$ cat src/flyback_fault_pkg.sv
package flyback_fault_pkg;
   // Clock rate and times in their own units
   localparam int CLK_PERIOD_NS = 40;
   localparam int BLANK_NS      = 420;
   localparam int UV_TIME_MS    = 128;
   localparam int SHORT_TIME_MS = 64;
   localparam int NS_PER_MS     = 1000000;
   // Derived cycle counts: least time rounds up, timeouts round down
   localparam int BLANK_CYCLES =
      (BLANK_NS + CLK_PERIOD_NS - 1) / CLK_PERIOD_NS;
   localparam int UV_CYCLES    = UV_TIME_MS * NS_PER_MS / CLK_PERIOD_NS;
   localparam int SHORT_CYCLES = SHORT_TIME_MS * NS_PER_MS / CLK_PERIOD_NS;
   // Consecutive switching-cycle counts before a trip
   localparam int OV_COUNT        = 3;
   localparam int SENSE_MAX_COUNT = 3;
   localparam int BROWN_OUT_COUNT = 3;
   localparam int CYC_CNT_W       = 2;
   localparam int BLANK_W         = 4;

   // Sequencer states
   typedef enum logic [2:0] {
      ST_WAIT_START,
      ST_CHECK_PULSE,
      ST_RUN,
      ST_BROWN_FAIL,
      ST_RECOVER
   } state_t;

   // Latched cause of the last trip
   typedef enum logic [2:0] {
      FAULT_NONE,
      FAULT_SUPPLY_OV,
      FAULT_OVERTEMP,
      FAULT_SHORT,
      FAULT_OUT_UV,
      FAULT_OUT_OV,
      FAULT_SENSE_MAX,
      FAULT_BROWN_OUT
   } fault_t;
endpackage : flyback_fault_pkg

$ cat src/flyback_fault_protection_fsm.sv
`timescale 1ns/100ps

// Operation
// Supply over-voltage stops drive at once and enters auto-recovery.
// Three consecutive feedback over-voltage samples trip and recover.
// Feedback below under-voltage level for 128ms trips and recovers.
// Feedback below short level for 64ms trips and recovers.
// Three consecutive pulses over sense maximum shut down and recover.
// Over-temperature stops switching at once and enters auto-recovery.
// After over-temperature, no pulse until temperature drops by hysteresis.
// Recovery waits for minimum supply, then restarts.
// Bus voltage is sampled every cycle during primary conduction.
// At start threshold emit one pulse and check bus against brown-in.
// Failed brown-in stops pulses until supply decays; check repeats.
// Bus below brown-out on three consecutive cycles shuts down.
// Line compensation switch closes only during primary on time.
// Current sense ignored for 420ns after each turn-on.
// High conduction ratio below under-voltage point during start-up.
// Restart clears counters and timers; trip state latched until then.
// A fault timer resets when its condition drops before expiry.
module flyback_fault_protection_fsm #(
   parameter int UV_LIMIT    = flyback_fault_pkg::UV_CYCLES,
   parameter int SHORT_LIMIT = flyback_fault_pkg::SHORT_CYCLES
) (
   input  wire logic                        sys_clk_in,
   input  wire logic                        srst_in,
   input  wire logic                        supply_overvoltage_in,
   input  wire logic                        startup_supply_in,
   input  wire logic                        min_supply_in,
   input  wire logic                        overtemp_in,
   input  wire logic                        temp_recovered_in,
   input  wire logic                        pulse_request_in,
   input  wire logic                        sense_ref_trip_in,
   input  wire logic                        sense_max_in,
   input  wire logic                        fb_sample_in,
   input  wire logic                        fb_over_ov_in,
   input  wire logic                        fb_below_uv_in,
   input  wire logic                        fb_below_short_in,
   input  wire logic                        bus_above_brown_in_in,
   input  wire logic                        bus_below_brown_out_in,
   output logic                             gate_drive_out,
   output logic                             line_comp_switch_out,
   output logic                             high_ratio_out,
   output logic                             overtemp_latched_out,
   output flyback_fault_pkg::fault_t        fault_code_out,
   output flyback_fault_pkg::state_t        state_out
);
   import flyback_fault_pkg::*;

   localparam int UV_W = $clog2(UV_LIMIT + 1);
   localparam int SC_W = $clog2(SHORT_LIMIT + 1);

   state_t                 state,      next_state;
   fault_t                 fault,      next_fault;
   logic                   gate,       next_gate;
   logic                   ot_latch,   next_ot_latch;
   logic                   startup,    next_startup;
   logic                   max_seen,   next_max_seen;
   logic [BLANK_W-1:0]     blank,      next_blank;
   logic [CYC_CNT_W-1:0]   ov_cnt,     next_ov_cnt;
   logic [CYC_CNT_W-1:0]   sense_cnt,  next_sense_cnt;
   logic [CYC_CNT_W-1:0]   bo_cnt,     next_bo_cnt;
   logic [UV_W-1:0]        uv_tmr,     next_uv_tmr;
   logic [SC_W-1:0]        sc_tmr,     next_sc_tmr;
   logic                   pulse_end;
   logic                   active;

   // Sequencing, pulse gating and fault detection
   always_comb begin
      next_state     = state;
      next_fault     = fault;
      next_gate      = gate;
      next_startup   = startup;
      next_max_seen  = max_seen;
      next_blank     = blank;
      next_ov_cnt    = ov_cnt;
      next_sense_cnt = sense_cnt;
      next_bo_cnt    = bo_cnt;
      next_uv_tmr    = uv_tmr;
      next_sc_tmr    = sc_tmr;
      pulse_end      = 1'b0;
      active         = (state == ST_RUN) || (state == ST_CHECK_PULSE);
      // Set wins over the hysteresis release
      next_ot_latch  = overtemp_in || (ot_latch && !temp_recovered_in);

      // Pulse: turn-off only after blanking ends
      if (gate) begin
         if (blank != '0) begin
            next_blank = blank - 1'b1;
         end else begin
            if (sense_max_in) begin
               next_max_seen = 1'b1;
            end
            if (sense_ref_trip_in) begin
               next_gate = 1'b0;
               pulse_end = 1'b1;
            end
         end
      end else if (state == ST_RUN && pulse_request_in) begin
         next_gate     = 1'b1;
         next_blank    = BLANK_W'(BLANK_CYCLES);
         next_max_seen = 1'b0;
      end

      // Per-cycle counters, bus sampled on the last on cycle
      if (state == ST_RUN) begin
         if (pulse_end) begin
            next_sense_cnt = (max_seen || sense_max_in) ?
                             sense_cnt + 1'b1 : '0;
            next_bo_cnt = bus_below_brown_out_in ?
                          bo_cnt + 1'b1 : '0;
         end
         if (fb_sample_in) begin
            next_ov_cnt = fb_over_ov_in ? ov_cnt + 1'b1 : '0;
            if (!fb_below_uv_in) begin
               next_startup = 1'b0;
            end
         end
         // Time-based timers restart when the condition drops
         next_uv_tmr = fb_below_uv_in ? uv_tmr + 1'b1 : '0;
         next_sc_tmr = fb_below_short_in ? sc_tmr + 1'b1 : '0;
      end

      case (state)
         ST_WAIT_START: begin
            // Over-temperature latch blocks the start pulse
            if (startup_supply_in && !ot_latch && !overtemp_in) begin
               next_state    = ST_CHECK_PULSE;
               next_gate     = 1'b1;
               next_blank    = BLANK_W'(BLANK_CYCLES);
               next_max_seen = 1'b0;
            end
         end
         ST_CHECK_PULSE: begin
            // Single probe pulse judged at its end
            if (pulse_end) begin
               if (bus_above_brown_in_in) begin
                  next_state   = ST_RUN;
                  next_startup = 1'b1;
               end else begin
                  next_state = ST_BROWN_FAIL;
               end
            end
         end
         ST_RUN: begin
         end
         ST_BROWN_FAIL, ST_RECOVER: begin
            // Stay off until supply decays, then restart clean
            next_gate = 1'b0;
            if (min_supply_in) begin
               next_state     = ST_WAIT_START;
               next_fault     = FAULT_NONE;
               next_ov_cnt    = '0;
               next_sense_cnt = '0;
               next_bo_cnt    = '0;
               next_uv_tmr    = '0;
               next_sc_tmr    = '0;
               next_startup   = 1'b0;
            end
         end
         default: begin
            next_state = ST_RECOVER;
            next_gate  = 1'b0;
         end
      endcase

      // Trips in priority order; fault stays latched until restart
      if (state != ST_RECOVER && state != ST_BROWN_FAIL) begin
         if (supply_overvoltage_in) begin
            next_fault = FAULT_SUPPLY_OV;
         end else if (overtemp_in) begin
            next_fault = FAULT_OVERTEMP;
         end else if (!active) begin
            next_fault = fault;
         end else if (next_sc_tmr == SC_W'(SHORT_LIMIT)) begin
            next_fault = FAULT_SHORT;
         end else if (next_uv_tmr == UV_W'(UV_LIMIT)) begin
            next_fault = FAULT_OUT_UV;
         end else if (next_ov_cnt == CYC_CNT_W'(OV_COUNT)) begin
            next_fault = FAULT_OUT_OV;
         end else if (next_sense_cnt == CYC_CNT_W'(SENSE_MAX_COUNT)) begin
            next_fault = FAULT_SENSE_MAX;
         end else if (next_bo_cnt == CYC_CNT_W'(BROWN_OUT_COUNT)) begin
            next_fault = FAULT_BROWN_OUT;
         end
         if (next_fault != FAULT_NONE) begin
            next_state = ST_RECOVER;
            next_gate  = 1'b0;
         end
      end
   end

   // State registers
   always_ff @(posedge sys_clk_in) begin
      if (srst_in) begin
         state     <= ST_WAIT_START;
         fault     <= FAULT_NONE;
         gate      <= 1'b0;
         ot_latch  <= 1'b0;
         startup   <= 1'b0;
         max_seen  <= 1'b0;
         blank     <= '0;
         ov_cnt    <= '0;
         sense_cnt <= '0;
         bo_cnt    <= '0;
         uv_tmr    <= '0;
         sc_tmr    <= '0;
      end else begin
         state     <= next_state;
         fault     <= next_fault;
         gate      <= next_gate;
         ot_latch  <= next_ot_latch;
         startup   <= next_startup;
         max_seen  <= next_max_seen;
         blank     <= next_blank;
         ov_cnt    <= next_ov_cnt;
         sense_cnt <= next_sense_cnt;
         bo_cnt    <= next_bo_cnt;
         uv_tmr    <= next_uv_tmr;
         sc_tmr    <= next_sc_tmr;
      end
   end

   // Outputs; compensation switch follows primary on time
   assign gate_drive_out       = gate;
   assign line_comp_switch_out = gate;
   assign high_ratio_out       = startup;
   assign overtemp_latched_out = ot_latch;
   assign fault_code_out       = fault;
   assign state_out            = state;
endmodule : flyback_fault_protection_fsm

$ cat config.mk
export PLATFORM = sky130hd
export DESIGN_NAME = flyback_fault_protection_fsm
export DESIGN_NICKNAME = d
export VERILOG_FILES = /design/src/flyback_fault_pkg.sv /design/src/flyback_fault_protection_fsm.sv
export SDC_FILE = /design/constraint.sdc
export NUM_CORES = 1
export LEC_CHECK = 0
export BUFFER_PORTS_ARGS = -buffer_cell sky130_fd_sc_hd__buf_2
export CORE_UTILIZATION = 35
export CTS_BUF_LIST = sky130_fd_sc_hd__clkbuf_8
export DETAILED_ROUTE_END_ITERATION = 7
export GPL_ROUTABILITY_DRIVEN = 1
export HOLD_SLACK_MARGIN = 0.06
export MAX_ROUTING_LAYER = met4
export PLACE_DENSITY = 0.56
export SLEW_MARGIN = 20
export SYNTH_ARGS = -nofsm -noshare
export SYNTH_HDL_FRONTEND = slang
export SYNTH_SLANG_ARGS = --single-unit
$ cat constraint.sdc
create_clock -name sys_clk_in -period 4.3 [get_ports sys_clk_in]
set_clock_uncertainty 0.15 [all_clocks]
set_input_delay 0 -clock sys_clk_in [delete_from_list [all_inputs] [get_ports sys_clk_in]]
set_output_delay 0 -clock sys_clk_in [all_outputs]
set_load 0.005 [all_outputs]
# Yosys cells after proc, flatten, opt, wreduce, memory -nomap -nowiden

Index checks and enable logic that the tools add are counted.

Register bits: 63
Bits in latches: 0
RAM bits: 0
Memory bits (read-only): 0
Input bits: 16
Word-level logic and storage cells: 116
Memories: 0

$add $sub $neg: 6
Multipliers: 0
Divide/modulo/power cells: 0
Order comparisons: 0
Equality and inequality tests: 11
Shift operators: 0
Muxes and demuxes: 71
Bitwise operators: 0
Reductions and logical operators: 16

Operator list:

| operator                | number |
|---|---|
| $mux W22                | 4 |
| $mux W21                | 4 |
| $mux W3                 | 17 |
| $mux W2                 | 15 |
| $mux W1                 | 23 |
| $add A22 B1 Y22 const B | 1 |
| $eq A22 B22 Y1 const B  | 1 |
| $add A21 B1 Y21 const B | 1 |
| $eq A21 B21 Y1 const B  | 1 |
| $mux W4                 | 5 |
| $pmux W3 S4             | 1 |
| $add A2 B1 Y2 const B   | 3 |
| $eq A2 B2 Y1 const B    | 3 |
| $eq A3 B2 Y1 const B    | 2 |
| $logic_and A1 B1 Y1     | 5 |
| $pmux W1 S2             | 2 |
| $reduce_bool A4 Y1      | 1 |
| $reduce_or A2 Y1        | 2 |
| $sub A4 B1 Y4 const B   | 1 |
| $eq A3 B1 Y1 const B    | 1 |
| $eq A3 B3 Y1 const B    | 1 |
| $logic_not A1 Y1        | 3 |
| $logic_not A3 Y1        | 1 |
| $logic_or A1 B1 Y1      | 3 |
| 3 further kinds         | 3 |

# Logic depth before layout (Yosys ltp)

Depth after elaboration: 20
Gate-level depth with buffers: 13

# Worst setup path after synthesis

No wires, ideal clock.

Kind: reg2reg
Start point: reg state[2], in the netlist state_out[2]
End point: reg state[0], in the netlist state_out[0]
Setup time: 95 ps
Data arrival time: 3,315 ps
Required time: 4,055 ps
Path slack: 740 ps
Stages on the path, launching flop included: 14
Buffers on the path: 3
Clock period less this slack: 3,560 ps
Cell sequence: dfxtp_1 > buf_6 > or3b_1 > buf_6 > or3_1 > buf_6 > o31ai_4 > nand3_1 > or4_4 > nor4_4 > o311ai_1 > a211oi_2 > nand2_1 > a221oi_1

Word-level cells in the longest chain between the ends: 17
Elaborated cells on any way between the ends: 44

RTL lines:

| element                | RTL line                                                                                                     | text |
|---|---|---|
| start, declared        | flyback_fault_protection_fsm.sv:53                                                                           | `state_t state, next_state;` |
| start signal, assigned | flyback_fault_protection_fsm.sv:209                                                                          | `state <= next_state;` |
| $eq A3 B2 Y1           | flyback_fault_protection_fsm.sv:82, flyback_fault_protection_fsm.sv:106, flyback_fault_protection_fsm.sv:124 |  |
| $mux W2                | flyback_fault_protection_fsm.sv:106                                                                          | `if (state == ST_RUN) begin` |
| $mux W2                | flyback_fault_protection_fsm.sv:150                                                                          | `if (min_supply_in) begin` |
| $mux W2                | flyback_fault_protection_fsm.sv:124                                                                          | `case (state)` |
| $eq A2 B2 Y1           | flyback_fault_protection_fsm.sv:183                                                                          | `end else if (next_bo_cnt == CYC_CNT_W'(BROWN_OUT_COUNT)) begin` |
| $mux W3                | flyback_fault_protection_fsm.sv:183                                                                          |  |
| $mux W3                | flyback_fault_protection_fsm.sv:181                                                                          | `end else if (next_sense_cnt == CYC_CNT_W'(SENSE_MAX_COUNT)) begin` |
| $mux W3                | flyback_fault_protection_fsm.sv:179                                                                          | `end else if (next_ov_cnt == CYC_CNT_W'(OV_COUNT)) begin` |
| $mux W3                | flyback_fault_protection_fsm.sv:177                                                                          | `end else if (next_uv_tmr == UV_W'(UV_LIMIT)) begin` |
| $mux W3                | flyback_fault_protection_fsm.sv:175                                                                          | `end else if (next_sc_tmr == SC_W'(SHORT_LIMIT)) begin` |
| $mux W3                | flyback_fault_protection_fsm.sv:173                                                                          | `end else if (!active) begin` |
| $mux W3                | flyback_fault_protection_fsm.sv:171                                                                          | `end else if (overtemp_in) begin` |
| $mux W3                | flyback_fault_protection_fsm.sv:169                                                                          | `if (supply_overvoltage_in) begin` |
| $mux W3                | flyback_fault_protection_fsm.sv:168                                                                          | `if (state != ST_RECOVER && state != ST_BROWN_FAIL) begin` |
| $reduce_bool A3 Y1     | flyback_fault_protection_fsm.sv:186                                                                          | `if (next_fault != FAULT_NONE) begin` |
| $mux W3                | flyback_fault_protection_fsm.sv:186                                                                          |  |
| $mux W3 *              | flyback_fault_protection_fsm.sv:168                                                                          |  |

Every way passes the cells marked *; elsewhere a longest branch is shown, timed or not. The select of a mux whose other input is x is not followed.
A chain may end at the register's enable or synchronous reset.

# Worst setup path in the final report

Same ends and word-level chain as after synthesis.

==> qor.txt <==
status: finished clean
most instantiated library cell after synthesis: nor2_1
critical path peak fanout: 8
Simple-Gate Fraction of Synth Area: 37.1%
Worst Hold Launch: startup_supply_in
Data arrival, critical path: 4.29 ns
Slew Viols, Final: 0
Syn Area/Cell: 7.80 um2
Worst EP required: 4.45 ns
Die X: 108 um
Final Cycle Share: 96.4%
share of the synthesized area in the top cell type: 32.1%
Layout area overhead: 20.8%
fin area: 0.00474 mm2
final WL: 10300 um
Nets: 570
Pre-antenna DRT Iters: 4
largest family of logic cells by synthesized area: simple AND/OR/NAND/NOR gates
Clock Path Buffers: 2
fmax: 241 MHz
vias per inst: 5.50
CTS sink count: 63
setup TNS: 0 ns
Synth Area in XOR/XNOR: 7.36%
post-detail-place hpwl: 7230 um
Rel. slew slack: 48.1%
main area contributors after synthesis: dfxtp_1 (32%), nor2_1 (6.7%), xor2_1 (4.0%)
mux share of post-synthesis cell area: 2.23%
# DRC: 0
layout cell share with drive strength beyond 1: 15.7%
vias in the first global route: 3541
syn_nets: 523
first-pass GRT wire length: 16700 um
Antenna Violating Nets Remaining: 0
core area: 0.0109 mm2
commonest register cell after synthesis: dfxtp_1
Synth async-reset ratio: 0%
Die Y: 108 um
Min-Delay Path Depth: 5
Site Rows: 38
largest net degree at the start of global routing: 21
CTS buffer count: 9
complex-gate fraction of the synthesized area: 15.6%
Least-Margin Pin Slew: 0.778 ns
Leakage: 0.00163 uW
Placed Area: 0.00419 mm2
count of final setup violators: 0
Clock Pin Slew Worst Setup and Hold Paths: 0.08 ns
P per Cell Area: 269 mW/mm2
Cells after Synth: 503
IO Pins: 26
Seq cells post-synth: 63
unique cell type count in the Yosys netlist: 61
initial antenna violation count: 0
IO Port Bufs: 25
Seq/Total Area, Yosys: 32.1%
starting density of the core: 36.0%
RR Startpoint: state_out[2]
Final GP Congestion: 0.896
largest area contributor in the netlist: dfxtp_1
Adder-Cell Fraction of Synth Area: 1.28%
post-place setup slack: 0.634 ns
CP endpoint kind: register
VDD IR max: 0.165 mV
Reg2Reg Depth: 11
warnings from Yosys: 0
TritonCTS clock tree: built
number of enable flip-flop cells after synthesis: 0
global route overflow: 0
Worst Hold End: blank[0]
Tmin final: 4.14 ns
CTS H-tree depth: 3
DR vias: 3823
Worst Setup Path Type: register to register
clock latency at the later pin of the worst-skew pair: 0.36 ns
PnR worst setup slack: 0.157 ns
gr usage total: 18.7%
Reg2Reg Setup Slack: 0.16 ns
Worst Setup Start Kind: register
n_diodes: 0
First DRT Iteration DRCs: 253
Hold Violations, Final: 0
reg-to-reg endpoint: state_out[0]
WL/cell: 14.8 um
Mapped Area: 0.00393 mm2
Max Cap Violations: 0
fin util: 43.5%
Hold Path Class: input pin to register
Root Buffer: clkbuf_8
top cells by count, synth: nor2_1 (70), dfxtp_1 (63), nand2_1 (40)
Die Area: 0.0116 mm2
==> cell type report <==
class / count / area [um2]
fill: 1091 / 6150
multi-input combinational: 402 / 2570
sequential: 63 / 1270
timing repair buffer: 61 / 452
tap: 140 / 175
clock buffer: 11 / 151
clock inverter: 5 / 72.6
inverter: 13 / 48.8
==> placed cells by master (no fill, tap or decap), types with 5 or more instances in the layout <==
master         instances
nand4_1               16
o22ai_1                5
mux2_2                 6
a31oi_1                7
clkbuf_8              11
nor3_1                15
xnor2_1               15
nand3_1               24
o21ai_0               12
a21oi_1               30
inv_1                 15
buf_2                 25
dfxtp_1               59
nor4_1                10
nor2_1                70
nor3b_1               12
xor2_1                18
nand2b_1              10
nor2b_1                9
nand2_1               40
and3_1                 9
or3_1                  8
o211ai_1               6
buf_4                 14
dlygate4sd3_1         21
and2_1                 6
==> flip-flops by register name (all words and copies together) (netlist names) <==
signal / count
uv_tmr: 22
gate_drive_out: 1
fault_code_out: 3
high_ratio_out: 1
sense_cnt: 2
state_out: 3
max_seen: 1
bo_cnt: 2
ov_cnt: 2
sc_tmr: 21
blank: 4
overtemp_latched_out: 1
==> logic make-up (layout without fill, tap and decap cells) <==
family,Yosys count,after routing
buf+inv,38,90
flops,63,63
mux,8,8
simple gates,268,268
fa+ha+maj,4,4
xor+xnor,33,33
compound gates,89,89
==> worst max-delay path, cell delays in order, from the launching register on <==
cell	delay, ns
dfxtp_1	0.33
or3b_4	0.41
or3_4	0.41
o31ai_4	0.29
nand3_1	0.15
or4_4	0.51
nor4_4	0.33
o311ai_2	0.16
a211oi_2	0.33
nand2_1	0.13
a221oi_1	0.28
dlygate4sd3_1	0.58
==> through the flow <==
| stage | power (uW) | hold WS (ns) | instances |
|---|---|---|---|
| finish | 1280 | 0.145 | 695 |
| global route | 1320 | 0.206 | 695 |
| CTS | 1290 | 0.150 | 691 |
| detailed placement | 687 | 0.126 | 654 |
| global placement | 686 | 0.105 | 654 |
| floorplan | 655 | -0.0713 | 503 |
==> worst max path at each step <==
| stage | start | to |
|---|---|---|
| 4_1_cts | state_out[0] | state_out[0] |
| 3_3_place_gp | state_out[0] | state_out[0] |
| 5_1_grt | state_out[1] | state_out[0] |
| 6_report | state_out[2] | state_out[0] |
| 2_1_floorplan | state_out[2] | state_out[0] |
| 3_5_place_dp | state_out[0] | state_out[0] |
==> per-layer routing <==
metal | global-route usage [%] | vias up | part of all wire, %
li1 | - | 1927 | -
met1 | 24.2 | 1788 | 48
met2 | 28.8 | 90 | 46
met3 | 4.30 | 18 | 4.7
met4 | 5.77 | 0 | 1.5
met5 | - | - | 0
==> report_power, final <==
part | internal (uW) | switching [uW] | total [uW]
Combinational | 41.6 | 53.2 | 94.8
Sequential | 588 | 3.62 | 592
Clock | 353 | 237 | 590
==> repair_timing <==
item | CTS | global route
gates resized for setup | 0 | 18
setup buffers | 0 | 4
endpoints found under the hold margin | 23 | 0
setup endpoints to repair | 0 | 1
hold buffers | 21 | 0
Power figures use the tool's default switching activity.
